[src/tce_pkg.sv]
package tce_pkg;
    // apb byte offsets
    localparam logic [7:0] OFS_STATUS = 8'h00;
    localparam logic [7:0] OFS_CAUSE = 8'h04;
    localparam logic [7:0] OFS_EPC_LO = 8'h08;
    localparam logic [7:0] OFS_EPC_HI = 8'h0c;
    localparam logic [7:0] OFS_VADDR_LO = 8'h10;
    localparam logic [7:0] OFS_VADDR_HI = 8'h14;
    localparam logic [7:0] OFS_CTX_LO = 8'h18;
    localparam logic [7:0] OFS_CTX_HI = 8'h1c;
    localparam logic [7:0] OFS_XCTX_LO = 8'h20;
    localparam logic [7:0] OFS_XCTX_HI = 8'h24;
    localparam logic [7:0] OFS_TAG_LO = 8'h28;
    localparam logic [7:0] OFS_TAG_HI = 8'h2c;
    localparam logic [7:0] OFS_CINFO = 8'h30;
    localparam logic [7:0] OFS_CADDR_LO = 8'h34;
    localparam logic [7:0] OFS_CADDR_HI = 8'h38;
    localparam logic [7:0] OFS_IRQ_STAT = 8'h3c;
    localparam logic [7:0] OFS_IRQ_MASK = 8'h40;
    localparam logic [7:0] OFS_LAST_VEC = 8'h44;
    // field positions
    localparam int STATUS_EXL_BIT = 0;
    localparam int CAUSE_BD_BIT = 31;
    localparam int CAUSE_CODE_LSB = 2;
    localparam int IRQ_TLB_BIT = 0;
    localparam int IRQ_CACHE_BIT = 1;
    localparam int IRQ_BUS_BIT = 2;
    localparam int IRQ_DOUBLE_BIT = 3;
    // vector offsets
    localparam logic [11:0] VEC_REFILL32 = 12'h000;
    localparam logic [11:0] VEC_REFILL64 = 12'h080;
    localparam logic [11:0] VEC_CACHE = 12'h100;
    localparam logic [11:0] VEC_COMMON = 12'h180;
    // cause codes
    localparam logic [4:0] CODE_TLB_WRITE_PROTECT = 5'h01;
    localparam logic [4:0] CODE_TLB_LOAD_MISS = 5'h02;
    localparam logic [4:0] CODE_TLB_STORE_MISS = 5'h03;
    localparam logic [4:0] CODE_FETCH_BUS_FAULT = 5'h06;
    localparam logic [4:0] CODE_DATA_BUS_FAULT = 5'h07;
    localparam logic [4:0] CODE_CACHE_FAULT = 5'h1e;
    // reset values
    localparam logic [3:0] RST_IRQ_MASK = 4'h0;
    localparam logic [11:0] RST_LAST_VEC = 12'h000;

    typedef struct packed {
        logic exception_level_bit;
        logic bd;
        logic [4:0] code;
        logic [63:0] exception_return_pc;
        logic [63:0] vaddr;
        logic [63:0] ctx;
        logic [63:0] xctx;
        logic [63:0] tag;
        logic [3:0] cinfo;
        logic [63:0] caddr;
        logic [3:0] irqStat;
        logic [3:0] irqMask;
        logic [11:0] lastVec;
        logic uncached;
        logic taken;
        logic icInv;
        logic dcFix;
        logic [31:0] prdata;
        logic slverr;
    } tce_state_t;
endpackage

[src/tce_exc_unit.sv]
// How it works
// RULE1: a mapped reference with no tlb match raises a refill fault
// RULE2: refill vector is 0x000 for 32-bit space, 0x080 for 64-bit space
// RULE3: dedicated refill vectors only while the exception level bit is 0
// RULE4: refill with exception level bit set goes through the common vector
// RULE5: refill sets load/fetch miss or store miss code by access type
// RULE6: tlb faults load the failing address into vaddr, both pointers, tag
// RULE7: tag staging also takes the current address-space tag
// RULE8: return pc is the instruction, or its branch with delay-slot flag set
// RULE9: match on an entry with valid clear raises invalid via common vector
// RULE10: store to an entry with dirty clear raises write-protect fault
// RULE11: cache check error uses vector 0x100 with an uncached base
// RULE12: cache fault sets its code, records type, way and address
// RULE13: icache line invalidated, single data error fixed, double left to software
// RULE14: a bus error completion response raises a bus fault
// RULE15: bus fault uses common vector, fetch or data bus code
// RULE16: the common vector sits at offset 0x180
// RULE17: codes are write-protect 1, load 2, store 3, fetch bus 6, data bus 7
// RULE18: only the highest priority fault is reported, the instruction is killed
//
// The register addresses and the APB slave port were chosen for this implementation.
`timescale 1ns/1ps
module tce_exc_unit (
    // clock and reset
    input wire logic clk,
    input wire logic srst,
    // apb slave
    input wire logic psel,
    input wire logic penable,
    input wire logic pwrite,
    input wire logic [31:0] paddr,
    input wire logic [31:0] pwdata,
    output logic [31:0] prdata,
    output logic pready,
    output logic pslverr,
    // instruction check request
    input wire logic chkValid,
    input wire logic [63:0] chkPc,
    input wire logic chkInDelaySlot,
    input wire logic [63:0] chkBranchPc,
    input wire logic chkIsFetch,
    input wire logic chkIsStore,
    input wire logic [63:0] chkVaddr,
    input wire logic chkAddr64,
    input wire logic chkMapped,
    input wire logic [7:0] curAsid,
    // tlb lookup result
    input wire logic tlbHit,
    input wire logic tlbValid,
    input wire logic tlbDirty,
    // cache check result
    input wire logic cacheChkErr,
    input wire logic cacheErrDouble,
    input wire logic [1:0] cacheErrWay,
    input wire logic [63:0] cacheErrPaddr,
    // bus completion
    input wire logic busRspValid,
    input wire logic busRspErr,
    // exception outcome
    output logic excTaken,
    output logic [11:0] excVecOffset,
    output logic excVecUncached,
    output logic icacheInvalidate,
    output logic dcacheCorrect,
    output logic irq
);
    tce_pkg::tce_state_t st_q;
    tce_pkg::tce_state_t st_d;

    logic busErr;
    logic take;
    logic isTlb;
    logic isCache;
    logic isBus;
    logic [4:0] selCode;
    logic [11:0] selVec;
    logic setup;
    logic wrAcc;
    logic [7:0] ofs;
    logic [3:0] irqSet;
    logic [63:0] retPc;

    assign busErr = busRspValid & busRspErr; // [RULE14]
    assign setup = psel & ~penable;
    assign wrAcc = psel & penable & pwrite;
    assign ofs = paddr[7:0];
    assign retPc = chkInDelaySlot ? chkBranchPc : chkPc; // [RULE8]

    tce_fault_sel u_sel (
        .mapped(chkMapped),
        .tlbHit(tlbHit),
        .tlbValid(tlbValid),
        .tlbDirty(tlbDirty),
        .addr64(chkAddr64),
        .isFetch(chkIsFetch),
        .isStore(chkIsStore),
        .exception_level_bit(st_q.exception_level_bit),
        .cache_fault_info_reg(cacheChkErr),
        .busErr(busErr),
        .take(take),
        .isTlb(isTlb),
        .isCache(isCache),
        .isBus(isBus),
        .code(selCode),
        .vec(selVec)
    );

    always_comb begin
        st_d = st_q;
        st_d.taken = 1'b0;
        st_d.icInv = 1'b0;
        st_d.dcFix = 1'b0;
        irqSet = 4'h0;
        // register writes
        if (wrAcc) begin
            case (ofs)
                tce_pkg::OFS_STATUS: begin
                    st_d.exception_level_bit = pwdata[tce_pkg::STATUS_EXL_BIT];
                end
                tce_pkg::OFS_IRQ_STAT: begin
                    st_d.irqStat = st_q.irqStat & ~pwdata[3:0];
                end
                tce_pkg::OFS_IRQ_MASK: begin
                    st_d.irqMask = pwdata[3:0];
                end
                default: begin
                end
            endcase
        end
        // exception capture
        if (chkValid && take) begin // [RULE18]
            st_d.taken = 1'b1;
            st_d.exception_level_bit = 1'b1;
            st_d.exception_return_pc = retPc; // [RULE8]
            st_d.bd = chkInDelaySlot; // [RULE8]
            st_d.code = selCode; // [RULE17]
            st_d.lastVec = selVec;
            st_d.uncached = isCache; // [RULE11]
            if (isTlb) begin
                st_d.vaddr = chkVaddr; // [RULE6]
                st_d.ctx = {41'h0, chkVaddr[31:13], 4'h0}; // [RULE6]
                st_d.xctx = {31'h0, chkVaddr[63:62], chkVaddr[39:13], 4'h0}; // [RULE6]
                st_d.tag = {chkVaddr[63:13], 5'h0, curAsid}; // [RULE7]
                irqSet[tce_pkg::IRQ_TLB_BIT] = 1'b1;
            end
            if (isCache) begin
                st_d.cinfo = {cacheErrDouble, ~chkIsFetch, cacheErrWay}; // [RULE12]
                st_d.caddr = chkIsFetch ? chkPc : cacheErrPaddr; // [RULE12]
                st_d.icInv = chkIsFetch; // [RULE13]
                st_d.dcFix = ~chkIsFetch & ~cacheErrDouble; // [RULE13]
                irqSet[tce_pkg::IRQ_CACHE_BIT] = 1'b1;
                irqSet[tce_pkg::IRQ_DOUBLE_BIT] = ~chkIsFetch & cacheErrDouble;
            end
            if (isBus) begin
                irqSet[tce_pkg::IRQ_BUS_BIT] = 1'b1; // [RULE14]
            end
        end
        // set wins over a same-cycle clear
        st_d.irqStat = st_d.irqStat | irqSet;
        // read data latched in setup phase
        st_d.slverr = 1'b0;
        if (setup) begin
            st_d.prdata = 32'h0;
            case (ofs)
                tce_pkg::OFS_STATUS: st_d.prdata[tce_pkg::STATUS_EXL_BIT] = st_q.exception_level_bit;
                tce_pkg::OFS_CAUSE: begin
                    st_d.prdata[tce_pkg::CAUSE_BD_BIT] = st_q.bd;
                    st_d.prdata[tce_pkg::CAUSE_CODE_LSB +: 5] = st_q.code;
                end
                tce_pkg::OFS_EPC_LO: st_d.prdata = st_q.exception_return_pc[31:0];
                tce_pkg::OFS_EPC_HI: st_d.prdata = st_q.exception_return_pc[63:32];
                tce_pkg::OFS_VADDR_LO: st_d.prdata = st_q.vaddr[31:0];
                tce_pkg::OFS_VADDR_HI: st_d.prdata = st_q.vaddr[63:32];
                tce_pkg::OFS_CTX_LO: st_d.prdata = st_q.ctx[31:0];
                tce_pkg::OFS_CTX_HI: st_d.prdata = st_q.ctx[63:32];
                tce_pkg::OFS_XCTX_LO: st_d.prdata = st_q.xctx[31:0];
                tce_pkg::OFS_XCTX_HI: st_d.prdata = st_q.xctx[63:32];
                tce_pkg::OFS_TAG_LO: st_d.prdata = st_q.tag[31:0];
                tce_pkg::OFS_TAG_HI: st_d.prdata = st_q.tag[63:32];
                tce_pkg::OFS_CINFO: st_d.prdata[3:0] = st_q.cinfo;
                tce_pkg::OFS_CADDR_LO: st_d.prdata = st_q.caddr[31:0];
                tce_pkg::OFS_CADDR_HI: st_d.prdata = st_q.caddr[63:32];
                tce_pkg::OFS_IRQ_STAT: st_d.prdata[3:0] = st_q.irqStat;
                tce_pkg::OFS_IRQ_MASK: st_d.prdata[3:0] = st_q.irqMask;
                tce_pkg::OFS_LAST_VEC: st_d.prdata[11:0] = st_q.lastVec;
                default: st_d.slverr = 1'b1;
            endcase
        end else begin
            st_d.slverr = st_q.slverr;
        end
    end

    always_ff @(posedge clk) begin
        if (srst) begin
            st_q <= '0;
            st_q.irqMask <= tce_pkg::RST_IRQ_MASK;
            st_q.lastVec <= tce_pkg::RST_LAST_VEC;
        end else begin
            st_q <= st_d;
        end
    end

    // outputs
    assign pready = psel & penable;
    assign prdata = st_q.prdata;
    assign pslverr = st_q.slverr & psel & penable;
    assign excTaken = st_q.taken;
    assign excVecOffset = st_q.lastVec;
    assign excVecUncached = st_q.uncached;
    assign icacheInvalidate = st_q.icInv;
    assign dcacheCorrect = st_q.dcFix;
    assign irq = |(st_q.irqStat & st_q.irqMask);

    logic fRefill;
    logic fInv;
    logic fMod;
    assign fRefill = chkValid & chkMapped & ~tlbHit;
    assign fInv = chkValid & chkMapped & tlbHit & ~tlbValid;
    assign fMod = chkValid & chkMapped & tlbHit & tlbValid & chkIsStore & ~tlbDirty;
endmodule

[src/tce_fault_sel.sv]
`timescale 1ns/1ps
module tce_fault_sel (
    // translation result
    input wire logic mapped,
    input wire logic tlbHit,
    input wire logic tlbValid,
    input wire logic tlbDirty,
    input wire logic addr64,
    // access kind
    input wire logic isFetch,
    input wire logic isStore,
    input wire logic exception_level_bit,
    // other faults
    input wire logic cache_fault_info_reg,
    input wire logic busErr,
    // selection
    output logic take,
    output logic isTlb,
    output logic isCache,
    output logic isBus,
    output logic [4:0] code,
    output logic [11:0] vec
);
    logic refill;
    logic invalid;
    logic modify;
    logic [4:0] missCode;

    assign refill = mapped & ~tlbHit; // [RULE1]
    assign invalid = mapped & tlbHit & ~tlbValid; // [RULE9]
    assign modify = mapped & tlbHit & tlbValid & isStore & ~tlbDirty; // [RULE10]
    assign missCode = isStore ? tce_pkg::CODE_TLB_STORE_MISS : tce_pkg::CODE_TLB_LOAD_MISS; // [RULE5]

    // highest priority fault only
    always_comb begin // [RULE18]
        take = 1'b1;
        isTlb = 1'b0;
        isCache = 1'b0;
        isBus = 1'b0;
        code = missCode;
        vec = tce_pkg::VEC_COMMON; // [RULE16]
        if (refill) begin
            isTlb = 1'b1;
            if (!exception_level_bit) begin // [RULE3]
                vec = addr64 ? tce_pkg::VEC_REFILL64 : tce_pkg::VEC_REFILL32; // [RULE2]
            end
            // nested refill keeps the common vector [RULE4]
        end else if (invalid) begin
            isTlb = 1'b1;
        end else if (modify) begin
            isTlb = 1'b1;
            code = tce_pkg::CODE_TLB_WRITE_PROTECT; // [RULE10]
        end else if (cache_fault_info_reg) begin
            isCache = 1'b1;
            code = tce_pkg::CODE_CACHE_FAULT; // [RULE12]
            vec = tce_pkg::VEC_CACHE; // [RULE11]
        end else if (busErr) begin
            isBus = 1'b1;
            code = isFetch ? tce_pkg::CODE_FETCH_BUS_FAULT : tce_pkg::CODE_DATA_BUS_FAULT; // [RULE15]
        end else begin
            take = 1'b0;
        end
    end
endmodule

[config.mk]
export PLATFORM = sky130hd
export DESIGN_NAME = tce_exc_unit
export DESIGN_NICKNAME = d
export VERILOG_FILES = /design/src/tce_pkg.sv /design/src/tce_exc_unit.sv /design/src/tce_fault_sel.sv
export SDC_FILE = /design/constraint.sdc
export NUM_CORES = 1
export LEC_CHECK = 0
export ABC_AREA = 1
export BUFFER_PORTS_ARGS = -buffer_cell sky130_fd_sc_hd__clkbuf_2
export CORE_MARGIN = 4
export CORE_UTILIZATION = 50
export CTS_CLUSTER_DIAMETER = 150
export CTS_CLUSTER_SIZE = 28
export DETAILED_ROUTE_END_ITERATION = 10
export PLACE_DENSITY = 0.86
export SLEW_MARGIN = 10
export SYNTH_ARGS = -nofsm -noshare
export SYNTH_HDL_FRONTEND = slang
export SYNTH_SLANG_ARGS = --single-unit
[constraint.sdc]
create_clock -name clk -period 3.7 [get_ports clk]
set_input_delay 0.925 -clock clk [delete_from_list [all_inputs] [get_ports clk]]
set_output_delay 0.925 -clock clk [all_outputs]
set_load 0.01 [all_outputs]
Word-level counts from Yosys, hierarchy flattened
Cells that the tools add are included.
{"block": "word_totals", "ff_bits": 367, "inputBits": 348, "word_cells": 127}
{"block": "op_classes", "eq_ne": 17, "mux": 54, "n_bitwise": 26, "reduce_logical": 11}
{"operator": "$mux W395", "n": 1}
{"operator": "$mux W256", "n": 1}
{"operator": "$pmux W19 S10", "n": 1}
{"operator": "$mux W64", "n": 2}
{"operator": "$mux W68", "n": 1}
{"operator": "$eq A8 B6 Y1 const B", "n": 8}
{"operator": "$pmux W5 S11", "n": 1}
{"operator": "$mux W12", "n": 4}
{"operator": "$pmux W3 S12", "n": 1}
{"operator": "$eq A8 B5 Y1 const B", "n": 4}
{"operator": "$pmux W2 S13", "n": 1}
{"operator": "$mux W1", "n": 25}
{"operator": "$mux W5", "n": 5}
{"operator": "$mux W8", "n": 3}
{"operator": "$reduce_or A18 Y1", "n": 1}
{"operator": "$eq A8 B4 Y1 const B", "n": 2}
{"operator": "$eq A8 B7 Y1 const B", "n": 2}
{"operator": "$and A1 B1 Y1", "n": 14}
{"operator": "$pmux W1 S14", "n": 1}
{"operator": "$mux W4", "n": 3}
{"operator": "$pmux W1 S12", "n": 1}
{"operator": "$pmux W1 S10", "n": 1}
{"operator": "$and A4 B4 Y4", "n": 2}
{"operator": "$eq A8 B3 Y1 const B", "n": 1}
{"operator": "11 further kinds", "n": 22}

Depth between registers and ports, before layout
{"block": "logic_depth", "word_depth": 10, "depth_mapped": 11, "depth_no_buf": 10}

Cells and area by module
Synthesis repeated with hierarchy kept, for this count alone.
{"block": "unflattened", "cells_unflattened": 2157, "hier_area_um2": 13878.3}
{"module": "tce_exc_unit", "n_inst": 1, "cells_each": 2114, "area_per_inst_um2": 13635.6, "seq_area_each_um2": 5365.1}
{"module": "tce_fault_sel", "n_inst": 1, "cells_each": 43, "area_per_inst_um2": 242.7, "seq_area_each_um2": 0.0}

Worst setup path after synthesis
Ideal clock, no wire load.
{"block": "synth_timing", "path_kind": "input to output", "startpoint": "input penable", "endpoint": "output pslverr", "t_arrival_ps": 1136, "t_required_ps": 2775, "slack_ps": 1639, "stages": 2, "n_path_buf": 0, "cell_sequence": "nand2_1 -> nor2_1"}
{"block": "synth_between", "elab_chain_len": 1}
{"element": "from (decl)", "line_no": "tce_exc_unit.sv:29", "source": "input wire logic penable,"}
{"element": "$and A1 B1 Y1", "line_no": "tce_exc_unit.sv:206", "source": "assign pslverr = st_q.slverr & psel & penable;"}
{"element": "to (decl)", "line_no": "tce_exc_unit.sv:35", "source": "output logic pslverr,"}
Every way passes these cells.

Worst setup path in the final report
{"block": "layout_timing", "startpoint": "input paddr[0]", "endpoint": "register st_q, in the netlist prdata[24]"}
{"block": "layout_between", "elab_chain_len": 2, "word_cells_on_any_way": 11, "cone_classes": "10 x eq/ne; 1 x mux"}
{"element": "from (decl)", "line_no": "tce_exc_unit.sv:31", "source": "input wire logic [31:0] paddr,"}
{"element": "$eq A8 B6 Y1 (tied with other cells)", "line_no": "tce_exc_unit.sv:164", "source": "case (ofs)"}
{"element": "$pmux W19 S10 *", "line_no": "tce_exc_unit.sv:164"}
{"element": "to (signal assigned)", "line_no": "tce_exc_unit.sv:199", "source": "st_q <= st_d;"}
{"element": "to (decl)", "line_no": "tce_exc_unit.sv:67", "source": "tce_pkg::tce_state_t st_q;"}
Mark *: on every way between the ends. The rest lies on a longest branch, timed or not.
A chain may end at the register's enable or synchronous reset.

==> flow_metrics.env <==
export IMPL_cp_max_fo=25
export IMPL_clk_path_buf_depth=3
export IMPL_cts_clk_slew_worst_paths_ns=0.11
export IMPL_grt_busiest_layer="met2"
export IMPL_maxSlewViolCount=0
export IMPL_ctsResizeCount=0
export IMPL_max_slew_margin_rel_pct=30.3
export IMPL_synth_seq_cells=256
export IMPL_dr_first_iter_drc_count=1832
export IMPL_cp_required_ns=4.14
export IMPL_yosysUniqueCellTypes=28
export IMPL_vdd_ir_drop_max_uv=287
export IMPL_grt_use_met3_pct=5.60
export IMPL_grt_ovfl_total=0
export IMPL_pin_count=399
export IMPL_num_vias=14500
export IMPL_die_area_um2=29600
export IMPL_cp_top_family="simple AND/OR/NAND/NOR gates"
export IMPL_r2r_start="st_q[448]"
export IMPL_first_pass_iters=7
export IMPL_drv_cap=0
export IMPL_syn_cell_area_um2=13500
export IMPL_fmax_ghz=0.398
export IMPL_syn_inst=1989
export IMPL_ys_flop_type="dfxtp_1"
export IMPL_fin_crit_sh_pct=68.0
export IMPL_post_cts_setup_buffers=0
export IMPL_rsz0062_at_grt="false"
export IMPL_grt_pass1_wl_um=71300
export IMPL_fin_skew_ns=0.0252
export IMPL_initial_utilization_pct=51.2
export IMPL_die_y_um=172
export IMPL_cp_arrival_ns=2.95
export IMPL_hold_violations=0
export IMPL_grt_total_usage_pct=30.7
export IMPL_nets=2536
export IMPL_n_fill_cell=2535
export IMPL_htree_levels=1
export IMPL_cp_num_cells=10
export IMPL_r2r_setup_slack_ns=2.45
export IMPL_grtUsageMet1_pct=45.4
export IMPL_antenna_found_initial=0
export IMPL_p_per_area_nw_per_um2=359
export IMPL_tightest_slew_ns=1.05
export IMPL_tns_ns=0
export IMPL_whs_endpoint="prdata[5]"
export IMPL_hold_path_class="flip-flop to flip-flop"
export IMPL_synthArstFlopShare_pct=0
export IMPL_min_from="prdata[5]"
export IMPL_ys_warn_count=0
export IMPL_clockRootBuffer="clkbuf_16"
export IMPL_dp_cells=2508
export IMPL_worstPathCellList="clkbuf_2 > inv_1 > nand2_2 > nor2_4 > nand2_1 > nor2_1 > nor2_1 > nand3b_1 > nand2_1 > a21oi_1"
export IMPL_wl_per_cell_um=19.0
export IMPL_drive_above_1_share_pct=19.2
export IMPL_port_buffers=336
export IMPL_fp_dieW_um=172
export IMPL_gp_congestion=0.968
export IMPL_ys_seq_area_share_pct=38.1
export IMPL_synth_edf_count=0
export IMPL_avgViaCountPerCell=5.75
export IMPL_syn_avg_cell_area_um2=6.76
export IMPL_outcome="finished, final reports clean"
export IMPL_cts_tree="yes"
export IMPL_clock_sinks=256
export IMPL_final_common_cell="nand2_1"
export IMPL_num_rows=59
export IMPL_ys_top_cells_by_area="dfxtp_1 (38%), nand2_1 (12%), nand3_1 (10%)"
export IMPL_grt_pass1_vias=13000
export IMPL_final_cell_mix="nand2_1 (431), clkbuf_2 (335), nand3_1 (270), dfxtp_1 (256), nor2_1 (247)"
export IMPL_cp_slowest_stage_delay_ns=0.58
export IMPL_numCtsBuffers=13
export IMPL_critPathBufInv=2
export IMPL_dp_hpwl_um=35400
export IMPL_worstSetupPathType="input pin to flip-flop"
export IMPL_synth_top_area_share_pct=38.1
export IMPL_p_leak_nw=7.18
export IMPL_synth_top_area_cell="dfxtp_1"
export IMPL_area_growth_pct=13.4
export IMPL_setup_violations=0
export IMPL_reg2reg_depth=6
export IMPL_routed_wl_um=47900
export IMPL_fin_cells=2522
export IMPL_use_met2_pct=46.9
export IMPL_cp_slowest_cell="nor2_4"
export IMPL_core_area_um2=26300
export IMPL_grt_max_degree=91
export IMPL_ant_nets=0
export IMPL_drc=0
export IMPL_ctsHoldBuffers=0
export IMPL_timing_rr_end="prdata[6]"
export IMPL_worstSkewPairLatency_ns=0.49
export IMPL_cp_end_kind="flip-flop"
export IMPL_n_antenna_cell=0
export IMPL_startpoint_type="input pin"
export IMPL_min_path_cells=2
export IMPL_period_minus_slack_ns=2.51
## area by class of cell
class	instances	area, um2	share of cell area [%]
Clock buffer	13	325	2.13
Clock inverter	1	30.0	0.197
Inverter	71	269	1.76
Multi-Input combinational cell	1472	7000	45.9
Sequential cell	256	5120	33.6
Tap cell	335	419	2.75
Timing Repair Buffer	374	2080	13.6
## metrics by stage
step / setup WS (ns) / instance area [um2] / util [%] / hold slack (ns) / total power [W]
floorplan: 1.64 / 13500 / - / 0.430 / 0.00357
global placement: 0.788 / 14900 / 56.7 / 0.454 / 0.00390
detailed placement: 0.771 / 14900 / 56.7 / 0.456 / 0.00393
CTS: 1.29 / 15300 / 58.0 / 0.472 / 0.00547
global route: 1.08 / 15300 / 58.0 / 0.492 / 0.00568
finish: 1.19 / 15300 / 58.0 / 0.469 / 0.00548
## metal layers
metal	wire length [um]	share of wire [%]
met3	5410	11
met5	0	0
met4	1130	2.4
met1	20600	43
met2	20800	43
## registers in the layout, indices dropped and copies added (netlist names)
register,cells
st_q,219
prdata,32
excVecOffset,2
dcacheCorrect,1
excTaken,1
icacheInvalidate,1
## worst register-to-register path: cells and delay by family (launching register included)
family	cells	cell delay, ns
simple gates	4	0.62
flops	1	0.36
compound gates	1	0.12
buf+inv	1	0.07
## power by group
part	internal, W	total, W	switching (W)	leakage [nW]
clock network	0.000655	0.00159	0.000931	0.172
logic	0.000312	0.000825	0.000513	4.91
registers	0.00293	0.00306	0.000129	2.10
## worst max path at each step
stage          startpoint  slack (ns)          to
6_report         paddr[0]        1.19  prdata[24]
5_1_grt          paddr[0]        1.08  prdata[27]
4_1_cts          paddr[0]        1.29  prdata[24]
3_5_place_dp     paddr[0]        0.77  prdata[24]
3_3_place_gp     paddr[0]        0.79  prdata[29]
2_1_floorplan     penable        1.64     pslverr
## Yosys cell counts (5+ instances only)
cell type and count:
a21oi_1 120, a31oi_1 63, buf_1 5, buf_2 48
buf_4 71, buf_6 6, clkbuf_1 69, dfxtp_1 256
inv_1 61, inv_2 9, mux2i_1 61, nand2_1 431
nand2_2 7, nand3_1 270, nand3b_1 8, nor2_1 249
nor2_2 5, nor3_1 5, o21ai_0 211, o21ai_1 16
## cell families (layout without fill, tap and decap cells)
logic type	after synthesis	count (layout)	share of synthesized area, %
simple gates	985	985	30.9
flops	256	256	38.1
compound gates	416	416	16.2
mux	61	61	4.54
other cells	1	10	0.0279
buf+inv	270	459	10.3
Power figures use the tool's default switching activity.
